===== config.mk =====
export PLATFORM = sky130hd
export DESIGN_NAME = bcr_ctrl
export DESIGN_NICKNAME = d
export VERILOG_FILES = /design/src/common/bcr_pkg.sv /design/src/rtl/bcr_ctrl.sv /design/src/rtl/bcr_divider.sv
export SDC_FILE = /design/constraint.sdc
export NUM_CORES = 1
export LEC_CHECK = 0
export ABC_CLOCK_PERIOD_IN_PS = 2500
export BUFFER_PORTS_ARGS = -buffer_cell sky130_fd_sc_hd__buf_2
export CAP_MARGIN = 20
export CORE_ASPECT_RATIO = 0.75
export CORE_UTILIZATION = 49
export CTS_BUF_LIST = sky130_fd_sc_hd__clkbuf_8
export CTS_CLUSTER_SIZE = 28
export DETAILED_ROUTE_END_ITERATION = 12
export PLACE_DENSITY = 0.79
export REMOVE_ABC_BUFFERS = 1
export SLEW_MARGIN = 40
export SYNTH_ARGS = -nofsm -noshare
export SYNTH_HDL_FRONTEND = slang
export SYNTH_SLANG_ARGS = --single-unit

===== constraint.sdc =====
create_clock -name aclk -period 2.5 [get_ports aclk]
set_input_delay 0.125 -clock aclk [delete_from_list [all_inputs] [get_ports aclk]]
set_output_delay 0.125 -clock aclk [all_outputs]
set_load 0.1 [all_outputs]

===== src/common/bcr_pkg.sv =====
package bcr_pkg;
  // AXI4-Lite register byte addresses
  localparam logic [3:0] BCR_ADDR_ONE = 4'h0;
  localparam logic [3:0] BCR_ADDR_TWO = 4'h4;
  localparam logic [3:0] BCR_ADDR_EVT = 4'h8;
  localparam logic [7:0] BCR_RST_ONE = 8'h00;
  localparam logic [7:0] BCR_RST_TWO = 8'h7D;
  // Control one field positions
  localparam int BCR_B_ENABLE = 7;
  localparam int BCR_B_RHOLD = 6;
  localparam int BCR_B_MST = 5;
  localparam int BCR_B_TRS = 4;
  // Control two field positions
  localparam int BCR_B_BUSY = 7;
  localparam int BCR_B_GUARD = 6;
  localparam int BCR_B_SDAV = 5;
  localparam int BCR_B_SDAP = 4;
  localparam int BCR_B_CLOCK_LINE_LEVEL = 3;
  localparam int BCR_B_CRST = 1;
  localparam logic [1:0] BCR_RESP_OKAY = 2'h0;
  localparam logic [1:0] BCR_RESP_SLVERR = 2'h2;
  localparam logic [2:0] BCR_BITCNT_RST = 3'h0;
  // Cycles from clock release until the synced pin echoes high
  localparam logic [9:0] BCR_SCL_SYNC_CYC = 10'h003;
  localparam int BCR_CLK_MHZ = 100;
  // Start/stop setup/hold figure in ns
  localparam int BCR_COND_NS = 600;
  localparam int BCR_COND_CYC = (BCR_COND_NS * BCR_CLK_MHZ + 999) / 1000;

  typedef enum logic [2:0] {
    BCR_C_IDLE = 3'h0,
    BCR_C_SETUP = 3'h1,
    BCR_C_SDA = 3'h3,
    BCR_C_SCL = 3'h2,
    BCR_C_DONE = 3'h6
  } bcr_cond_t;

  typedef struct packed {
    logic scl_o;
    logic scl_oe;
    logic sda_o;
    logic sda_oe;
  } bcr_pins_t;
endpackage


===== src/rtl/bcr_ctrl.sv =====
`timescale 1ns/1ps
// Functional notes
// Enable 0 releases both lines, inputs still sampled.
// Receive-data read restarts reception only when hold bit is 0.
// Mode pair 00 SR, 01 ST, 10 MR, 11 MT.
// Arbitration loss in bus master mode clears master and transmit.
// Software changes transmit bit only between frames.
// Address match with eighth bit 1 sets transmit bit.
// Overrun in synchronous master receive clears master bit.
// Synchronous format with master drives transfer clock out.
// Clock select divides by 28..128 and 112..512 table.
// Control one resets to 0x00.
// Control two resets to 0x7D.
// Data falling while clock high sets bus-occupied.
// Data rising while clock high clears bus-occupied.
// Synchronous format reads bus-occupied as 0.
// Write busy 1 guard 0 issues start or repeated start.
// Write busy 0 guard 0 issues stop.
// Guard bit reads 1 and is never stored.
// Data drive value written only with protect 0.
// Data drive value reads output level; protect reads 1.
// Software leaves data drive value alone during transfers.
// Clock level bit reports clock output level.
// Bits 2 and 0 of control two read 1.
// Control-part reset clears counter and internal control.
// Control-part reset forces transfer bit counter to zero.
// Master clock has even phases and stretches when held low.
module bcr_ctrl
  import bcr_pkg::*;
(
  input wire logic aclk,
  input wire logic aresetn,
  input wire logic [3:0] s_axi_awaddr,
  input wire logic s_axi_awvalid,
  output logic s_axi_awready,
  input wire logic [31:0] s_axi_wdata,
  input wire logic [3:0] s_axi_wstrb,
  input wire logic s_axi_wvalid,
  output logic s_axi_wready,
  output logic [1:0] s_axi_bresp,
  output logic s_axi_bvalid,
  input wire logic s_axi_bready,
  input wire logic [3:0] s_axi_araddr,
  input wire logic s_axi_arvalid,
  output logic s_axi_arready,
  output logic [31:0] s_axi_rdata,
  output logic [1:0] s_axi_rresp,
  output logic s_axi_rvalid,
  input wire logic s_axi_rready,
  input wire logic sync_format,
  input wire logic arb_lost,
  input wire logic addr_match_read,
  input wire logic overrun,
  input wire logic rx_data_read,
  input wire logic frame_active,
  input wire logic engine_scl_low,
  input wire logic engine_sda_low,
  output logic rx_start,
  output logic ctrl_reset,
  output logic [2:0] transfer_bit_counter,
  output logic [3:0] mode_out,
  input wire logic scl_i,
  output logic scl_o,
  output logic scl_oe,
  input wire logic sda_i,
  output logic sda_o,
  output logic sda_oe
);
  typedef struct packed {
    logic aw_got;
    logic [3:0] aw_addr;
    logic w_got;
    logic [31:0] w_data;
    logic [3:0] w_strb;
    logic bvalid;
    logic [1:0] bresp;
    logic arready;
    logic rvalid;
    logic [31:0] rdata;
    logic [1:0] rresp;
    logic [7:0] one;
    logic busy;
    logic sda_val;
    logic crst;
    logic [1:0] scl_sync;
    logic [1:0] sda_sync;
    logic scl_prev;
    logic sda_prev;
    bcr_cond_t cond;
    logic cond_start;
    logic [7:0] tcnt;
    logic rx_start;
    logic [2:0] bitcnt;
    bcr_pins_t pins;
  } bcr_state_t;

  bcr_state_t st_ff;
  bcr_state_t nxt_st;
  logic div_low;
  logic master_clk_run;
  logic scl_s;
  logic sda_s;
  logic scl_level;
  logic [7:0] two_rd;
  logic wr_fire;

  assign scl_s = st_ff.scl_sync[1];
  assign sda_s = st_ff.sda_sync[1];
  assign master_clk_run = st_ff.one[BCR_B_ENABLE] & st_ff.one[BCR_B_MST]
    & (sync_format | frame_active);

  bcr_divider u_div (
    .aclk(aclk),
    .aresetn(aresetn),
    .run(master_clk_run),
    .sel(st_ff.one[3:0]),
    .scl_in(scl_s),
    .scl_low(div_low)
  );

  // clock output level
  assign scl_level = ~(st_ff.pins.scl_oe & ~st_ff.pins.scl_o);
  assign wr_fire = st_ff.aw_got & st_ff.w_got & ~st_ff.bvalid;

  always_comb begin
    two_rd = BCR_RST_TWO;
    // sync format reads 0
    two_rd[BCR_B_BUSY] = st_ff.busy & ~sync_format;
    // guard reads one
    two_rd[BCR_B_GUARD] = 1'b1;
    // drive level readback
    two_rd[BCR_B_SDAV] = ~(st_ff.pins.sda_oe & ~st_ff.pins.sda_o);
    two_rd[BCR_B_SDAP] = 1'b1;
    two_rd[BCR_B_CLOCK_LINE_LEVEL] = scl_level;
    two_rd[BCR_B_CRST] = st_ff.crst;
    // reserved bits one
    two_rd[2] = 1'b1;
    two_rd[0] = 1'b1;
  end

  always_comb begin
    nxt_st = st_ff;
    nxt_st.rx_start = 1'b0;
    nxt_st.scl_sync = {st_ff.scl_sync[0], scl_i};
    nxt_st.sda_sync = {st_ff.sda_sync[0], sda_i};
    nxt_st.scl_prev = scl_s;
    nxt_st.sda_prev = sda_s;
    // AXI write channels
    if (s_axi_awvalid && !st_ff.aw_got) begin
      nxt_st.aw_got = 1'b1;
      nxt_st.aw_addr = s_axi_awaddr;
    end
    if (s_axi_wvalid && !st_ff.w_got) begin
      nxt_st.w_got = 1'b1;
      nxt_st.w_data = s_axi_wdata;
      nxt_st.w_strb = s_axi_wstrb;
    end
    if (st_ff.bvalid && s_axi_bready) begin
      nxt_st.bvalid = 1'b0;
    end
    // start seen sets busy
    if (!sync_format && scl_s && st_ff.scl_prev && st_ff.sda_prev && !sda_s) begin
      nxt_st.busy = 1'b1;
    end
    // stop seen clears busy
    if (!sync_format && scl_s && st_ff.scl_prev && !st_ff.sda_prev && sda_s) begin
      nxt_st.busy = 1'b0;
    end
    if (wr_fire) begin
      nxt_st.aw_got = 1'b0;
      nxt_st.w_got = 1'b0;
      nxt_st.bvalid = 1'b1;
      nxt_st.bresp = BCR_RESP_OKAY;
      if (st_ff.aw_addr == BCR_ADDR_ONE) begin
        if (st_ff.w_strb[0]) begin
          nxt_st.one = st_ff.w_data[7:0];
        end
      end else if (st_ff.aw_addr == BCR_ADDR_TWO) begin
        if (st_ff.w_strb[0]) begin
          nxt_st.crst = st_ff.w_data[BCR_B_CRST];
          // protected drive write
          if (!st_ff.w_data[BCR_B_SDAP]) begin
            nxt_st.sda_val = st_ff.w_data[BCR_B_SDAV];
          end
          // condition issue
          if (!st_ff.w_data[BCR_B_GUARD] && st_ff.one[BCR_B_MST] && !sync_format) begin
            nxt_st.cond = BCR_C_SETUP;
            nxt_st.cond_start = st_ff.w_data[BCR_B_BUSY];
            nxt_st.tcnt = 8'h00;
          end
        end
      end else if (st_ff.aw_addr == BCR_ADDR_EVT) begin
        nxt_st.bresp = BCR_RESP_OKAY;
      end else begin
        nxt_st.bresp = BCR_RESP_SLVERR;
      end
    end
    // arbitration loss
    if (arb_lost && !sync_format && st_ff.one[BCR_B_MST]) begin
      nxt_st.one[BCR_B_MST] = 1'b0;
      nxt_st.one[BCR_B_TRS] = 1'b0;
      nxt_st.cond = BCR_C_IDLE;
    end
    // read address match
    if (addr_match_read && !st_ff.one[BCR_B_MST] && !st_ff.one[BCR_B_TRS]) begin
      nxt_st.one[BCR_B_TRS] = 1'b1;
    end
    // overrun leaves master
    if (overrun && sync_format && st_ff.one[BCR_B_MST] && !st_ff.one[BCR_B_TRS]) begin
      nxt_st.one[BCR_B_MST] = 1'b0;
    end
    // next reception gate
    if (rx_data_read && !st_ff.one[BCR_B_TRS] && !st_ff.one[BCR_B_RHOLD]) begin
      nxt_st.rx_start = 1'b1;
    end
    // Condition sequencer
    case (st_ff.cond)
      // Idle keeps a sequence armed by a write above
      BCR_C_IDLE: begin
      end
      BCR_C_SETUP: begin
        nxt_st.tcnt = st_ff.tcnt + 8'h01;
        if (st_ff.tcnt == 8'(BCR_COND_CYC - 1)) begin
          nxt_st.cond = BCR_C_SDA;
          nxt_st.tcnt = 8'h00;
        end
      end
      BCR_C_SDA: begin
        nxt_st.tcnt = st_ff.tcnt + 8'h01;
        if (st_ff.tcnt == 8'(BCR_COND_CYC - 1)) begin
          nxt_st.cond = BCR_C_SCL;
          nxt_st.tcnt = 8'h00;
        end
      end
      BCR_C_SCL: begin
        nxt_st.cond = BCR_C_DONE;
      end
      BCR_C_DONE: begin
        nxt_st.cond = BCR_C_IDLE;
      end
      default: begin
        nxt_st.cond = BCR_C_IDLE;
      end
    endcase
    // Bit counter holds its value; only the control-part reset below loads it
    nxt_st.bitcnt = st_ff.bitcnt;
    // control-part reset
    if (st_ff.crst) begin
      nxt_st.bitcnt = BCR_BITCNT_RST;
      nxt_st.cond = BCR_C_IDLE;
      nxt_st.tcnt = 8'h00;
      nxt_st.rx_start = 1'b0;
    end
    // Pin drive
    nxt_st.pins.scl_o = 1'b0;
    nxt_st.pins.sda_o = 1'b0;
    nxt_st.pins.sda_oe = ~st_ff.sda_val | engine_sda_low;
    nxt_st.pins.scl_oe = engine_scl_low;
    if (st_ff.cond == BCR_C_SDA) begin
      // Start: data low first; stop: data held low until release
      nxt_st.pins.sda_oe = st_ff.cond_start;
    end else if (st_ff.cond == BCR_C_SETUP) begin
      nxt_st.pins.sda_oe = ~st_ff.cond_start;
    end
    // Start ends with clock low, so data release is no stop
    if ((st_ff.cond == BCR_C_SCL || st_ff.cond == BCR_C_DONE) && st_ff.cond_start) begin
      nxt_st.pins.scl_oe = 1'b1;
      nxt_st.pins.sda_oe = 1'b1;
    end
    // master clock out
    if (master_clk_run && div_low) begin
      nxt_st.pins.scl_oe = 1'b1;
    end
    // disabled releases lines
    if (!st_ff.one[BCR_B_ENABLE]) begin
      nxt_st.pins.scl_oe = 1'b0;
      nxt_st.pins.sda_oe = 1'b0;
    end
    // AXI read channel
    nxt_st.arready = 1'b0;
    if (st_ff.rvalid && s_axi_rready) begin
      nxt_st.rvalid = 1'b0;
    end
    if (s_axi_arvalid && !st_ff.rvalid && !st_ff.arready) begin
      nxt_st.arready = 1'b1;
      nxt_st.rvalid = 1'b1;
      nxt_st.rresp = BCR_RESP_OKAY;
      nxt_st.rdata = 32'h0000_0000;
      if (s_axi_araddr == BCR_ADDR_ONE) begin
        nxt_st.rdata[7:0] = st_ff.one;
      end else if (s_axi_araddr == BCR_ADDR_TWO) begin
        nxt_st.rdata[7:0] = two_rd;
      end else if (s_axi_araddr == BCR_ADDR_EVT) begin
        nxt_st.rdata[3:0] = {st_ff.cond != BCR_C_IDLE, st_ff.bitcnt};
      end else begin
        nxt_st.rresp = BCR_RESP_SLVERR;
      end
    end
  end

  always_ff @(posedge aclk) begin
    if (!aresetn) begin
      st_ff <= '0;
      // control one reset
      st_ff.one <= BCR_RST_ONE;
      // control two reset
      st_ff.sda_val <= BCR_RST_TWO[BCR_B_SDAV];
      st_ff.crst <= BCR_RST_TWO[BCR_B_CRST];
      st_ff.scl_sync <= 2'h3;
      st_ff.sda_sync <= 2'h3;
      st_ff.scl_prev <= 1'b1;
      st_ff.sda_prev <= 1'b1;
      st_ff.cond <= BCR_C_IDLE;
    end else begin
      st_ff <= nxt_st;
    end
  end

  assign s_axi_awready = ~st_ff.aw_got;
  assign s_axi_wready = ~st_ff.w_got;
  assign s_axi_bvalid = st_ff.bvalid;
  assign s_axi_bresp = st_ff.bresp;
  assign s_axi_arready = st_ff.arready;
  assign s_axi_rvalid = st_ff.rvalid;
  assign s_axi_rdata = st_ff.rdata;
  assign s_axi_rresp = st_ff.rresp;
  assign rx_start = st_ff.rx_start;
  assign ctrl_reset = st_ff.crst;
  assign transfer_bit_counter = st_ff.bitcnt;
  // mode decode out
  assign mode_out = {st_ff.one[BCR_B_MST] & st_ff.one[BCR_B_TRS],
    st_ff.one[BCR_B_MST] & ~st_ff.one[BCR_B_TRS],
    ~st_ff.one[BCR_B_MST] & st_ff.one[BCR_B_TRS],
    ~st_ff.one[BCR_B_MST] & ~st_ff.one[BCR_B_TRS]};
  assign scl_o = st_ff.pins.scl_o;
  assign scl_oe = st_ff.pins.scl_oe;
  assign sda_o = st_ff.pins.sda_o;
  assign sda_oe = st_ff.pins.sda_oe;
endmodule


===== src/rtl/bcr_divider.sv =====
`timescale 1ns/1ps
module bcr_divider
  import bcr_pkg::*;
(
  input wire logic aclk,
  input wire logic aresetn,
  input wire logic run,
  input wire logic [3:0] sel,
  input wire logic scl_in,
  output logic scl_low
);
  typedef struct packed {
    logic [9:0] cnt;
    logic low;
  } bcr_div_state_t;
  bcr_div_state_t st_ff;
  bcr_div_state_t nxt_st;
  logic [9:0] half;

  // divider ratio table
  always_comb begin
    case (sel)
      4'h0: half = 10'd14;
      4'h1: half = 10'd20;
      4'h2: half = 10'd24;
      4'h3: half = 10'd32;
      4'h4: half = 10'd40;
      4'h5: half = 10'd50;
      4'h6: half = 10'd56;
      4'h7: half = 10'd64;
      4'h8: half = 10'd56;
      4'h9: half = 10'd80;
      4'hA: half = 10'd96;
      4'hB: half = 10'd128;
      4'hC: half = 10'd160;
      4'hD: half = 10'd200;
      4'hE: half = 10'd224;
      default: half = 10'd256;
    endcase
  end

  always_comb begin
    nxt_st = st_ff;
    if (!run) begin
      nxt_st.cnt = 10'h000;
      nxt_st.low = 1'b0;
    // even phases, stretch
    end else if (!st_ff.low && !scl_in && st_ff.cnt >= BCR_SCL_SYNC_CYC) begin
      nxt_st.cnt = st_ff.cnt;
    end else if (st_ff.cnt + 10'd1 >= half) begin
      nxt_st.cnt = 10'h000;
      nxt_st.low = ~st_ff.low;
    end else begin
      nxt_st.cnt = st_ff.cnt + 10'd1;
    end
  end

  always_ff @(posedge aclk) begin
    if (!aresetn) begin
      st_ff <= '0;
    end else begin
      st_ff <= nxt_st;
    end
  end

  assign scl_low = st_ff.low;
endmodule


==> metrics.md <==
| Metric | Value |
|---|---|
| Reg clk slew, reported paths | `0.08 ns` |
| Status | `finished clean` |
| DR WL/cell | `approximately 13 um` |
| I/O pins | `115` |
| Number of synthesized flops with an enable pin | `0` |
| # port buffers | `56` |
| Starting Density | `between 50% and 60%` |
| Critical Path Max Stage Delay | `0.34 ns` |
| Final hold violation count | `0` |
| Share of the synthesized area in the top cell type | `39.4%` |
| Ant. Diodes | `0` |
| Antenna viol nets, final | `0` |
| CP required | `2.75 ns` |
| Remaining DRCs | `0` |
| Async SR Flop Fraction | `0%` |
| Sw Share | `32.0%` |
| Max_slew headroom | `53.9%` |
| Synthesized instance count | `480` |
| Clk_lat worst skew | `0.35 ns` |
| Post-synthesis adder-cell area fraction | `around 4.7%` |
| Area added between synthesis and finish | `17.5%` |
| Final wirelength | `8.82 mm` |
| Die Y | `80.3 um` |
| Worst-path fanout max | `5` |
| Largest net degree at the start of global routing | `44` |
| Initial DRC count | `~220` |
| Critical Path End Type | `flop` |
| Global route total overflow | `0` |
| Fmax | `415 MHz` |
| Via density | `~5.3` |
| Tot Pwr | `0.00277 W` |
| Fillers | `about 670` |
| Worst hold slack | `0.0171 ns` |
| Layout cell share with drive strength beyond 1 | `21.1%` |
| Xor and xnor area share after synthesis | `0.874%` |
| Nets | `626` |
| Simple logic cell fraction of the synthesized area | `24.0%` |
| Routability congestion estimate | `roughly 0.83` |
| Final Setup Violations | `0` |
| Non-filler cells, final | `660` |
| Period utilization | `a little over nine tenths` |
| Clk_skew | `between 0.01 and 0.015 ns` |
| Critical-path cell list | `ha_2, nand3_4, nor2_4, nand3_2, nand2_1, nand2_1, ha_1, nor3_2, o311ai_1, o22ai_1, buf_4, buf_4, a31oi_1, o32ai_1` |
| Detailed Place HPWL | `6.46 mm` |
| Syn Area/Cell | `between 8 and 9 um2` |
| H-tree depth | `3` |
| Worst path bufs/invs | `2` |
| Unique masters post-synth | `58` |
| CP max-delay cell | `dfxtp_2` |
| Clock share of power | `between 30% and 40%` |
| Power per cell area | `588 nW/um2` |
| Internal | `roughly 0.0019 W` |
| Main combinational cell family by area after synthesis | `simple AND/OR/NAND/NOR gates` |
| Gr usage total | `21.3%` |
| CP delay by family, top | `simple AND/OR/NAND/NOR gates` |
| NetSw | `0.000887 W` |
| Hold crit path type | `in2reg` |
| First-pass GRT wire length | `14.2 mm` |
| Critical path class | `reg2reg` |
| Post-synth top area cell | `dfxtp_1` |
| Top cells by count, synth | `79 x dfxtp_1, 51 x nand2_1, 49 x nor2_1` |
| CTS tree | `done` |
| Synth Cell Area | `4010 um2` |
| Synthesis Warnings | `0` |
| Dpl ws | `-0.0721 ns` |
| Fraction of power consumed by sequential logic | `47.3%` |
| Synth Area in Compound Gates | `14.7%` |
| Worst-Margin Slew | `0.690 ns` |
| Max Buffers Root-to-Sink | `2` |
| Setup slack after layout | `0.0895 ns` |
| Tmin final | `about 2.4 ns` |
| WP data arrival | `between 2 and 3 ns` |
| Count leader, synth | `dfxtp_1` |
| Fin. max-slew vios | `0` |
| Core Area | `7920 um2` |
| DR vias | `3499` |
| Max_cap viols | `0` |
| Die area | `8550 um2` |
| CTS Sinks | `79` |
| Mux share of post-synthesis cell area | `around 4.7%` |
| Final core occ | `59.5%` |
| Initial antenna violation count | `0` |
| Maximum vdd drop | `284 uV` |
| Top cells by area, synth | `dfxtp_1 39%, buf_4 7.7%, nand2_1 4.8%` |
| Post-Place Cells | `between 600 and 700` |
| DIE WIDTH | `106 um` |
| Comb power frac | `16.7%` |
| Post-synthesis sequential area ratio | `39.4%` |
| Vias in the first global route | `3147` |
| Critical Path Source Type | `flop` |
| Number of synthesized register bits | `79` |
| 1st-pass router iterations | `4` |
| FP Rows | `28` |
| Primary FF master, synth | `dfxtp_1` |
| Num CTS Buffers | `9` |
| Leak | `roughly 1.9 nW` |
| Clock Tree Root | `clkbuf_8` |
==> routing by layer <==
metal	GRT usage, %	wire length, um	part of all wire (%)
met5	0	0	0
met4	8.22	118	1.3
met3	5.19	612	6.9
met2	33.9	3880	44
met1	27.9	4210	48
==> per-stage QoR <==
step | setup TNS, ns | instance area (um2)
2_1_floorplan | -2.39 | 3750
3_3_place_gp | 0 | 4300
3_5_place_dp | -0.262 | 4300
4_1_cts | 0 | 4630
5_1_grt | -0.476 | 4710
6_report | 0 | 4710
==> worst min-delay path: stages <==
cell	delay, ns
buf_2	0.09
nand2_1	0.05
a21oi_1	0.05
==> final timing paths <==
kind	startpoint	endpoint	slack [ns]	cells after the start
worst min register to register	nxt_st[23]$_SDFF_PN1_	nxt_st[20]$_SDFF_PN1_	0.41	1
worst max-delay path	u_div.st_ff[1]$_SDFFE_PN0N_	u_div.st_ff[6]$_SDFFE_PN0N_	0.09	14
worst min-delay path	s_axi_wdata[6]	st_ff[86]$_SDFFE_PN0P_	0.02	3
worst max register to register	u_div.st_ff[1]$_SDFFE_PN0N_	u_div.st_ff[6]$_SDFFE_PN0N_	0.09	14
==> flip-flops by register name (all words and copies together) (netlist names), 4 cells and up <==
register	cells
nxt_st	4
s_axi_rdata	8
st_ff	39
u_div.half	8
u_div.st_ff	10
==> power groups by stage <==
stage	registers [W]	logic (W)	clock network (W)
6_report	0.00131	0.000463	0.000999
5_1_grt	0.00132	0.000485	0.00108
4_1_cts	0.00131	0.000462	0.00102
3_5_place_dp	0.00134	0.000448	0
3_3_place_gp	0.00134	0.000445	0
2_1_floorplan	0.00139	0.000320	0
==> cell type report <==
cell class	count	area, um2	share of cell area, %
flip-flops and latches	79	1590	33.7
multi-input cells	349	2130	45.2
repair buffers	87	554	11.8
inverters	24	90.1	1.91
clock inverters	5	63.8	1.35
clock buffers	11	151	3.21
well taps	105	131	2.79
==> timing repair <==
item	in CTS	in global routing
setup buffers	0	1
endpoints found under the setup margin	7	12
pin swaps	2	6
hold endpoints to repair	12	0
hold buffers	12	0
gates resized for setup	1	19
==> cell usage in the layout, fill, tap and decap left out, types with 4 or more instances in the layout <==
master	synthesis	final
nor4_1	6	6
o31ai_1	4	4
nor2b_1	9	9
o21ai_0	12	12
nand2b_1	9	9
inv_1	23	23
a22oi_1	6	6
nand3_1	16	14
a31oi_1	9	9
o211ai_1	6	6
a21oi_1	33	33
nand4_1	5	5
clkbuf_8	0	11
dlygate4sd3_1	0	12
nand3b_1	4	4
and2_1	5	5
mux2i_1	15	15
ha_1	15	13
dfxtp_1	79	75
buf_2	2	56
nor2_1	49	47
o32ai_1	4	4
nand2_1	51	50
conb_1	1	31
buf_4	41	16
nor3_1	12	11
==> cell families after synthesis <==
logic type               count (synthesis)
AND/OR/NAND/NOR                        189
AO/OA/AOI/OAI                           92
buffers and inverters                   82
flip-flops                              79
multiplexers                            18
adder cells (fa/ha/maj)                 15
XOR/XNOR                                 4
other                                    1
No activity file was read; power rests on OpenSTA's default activity.
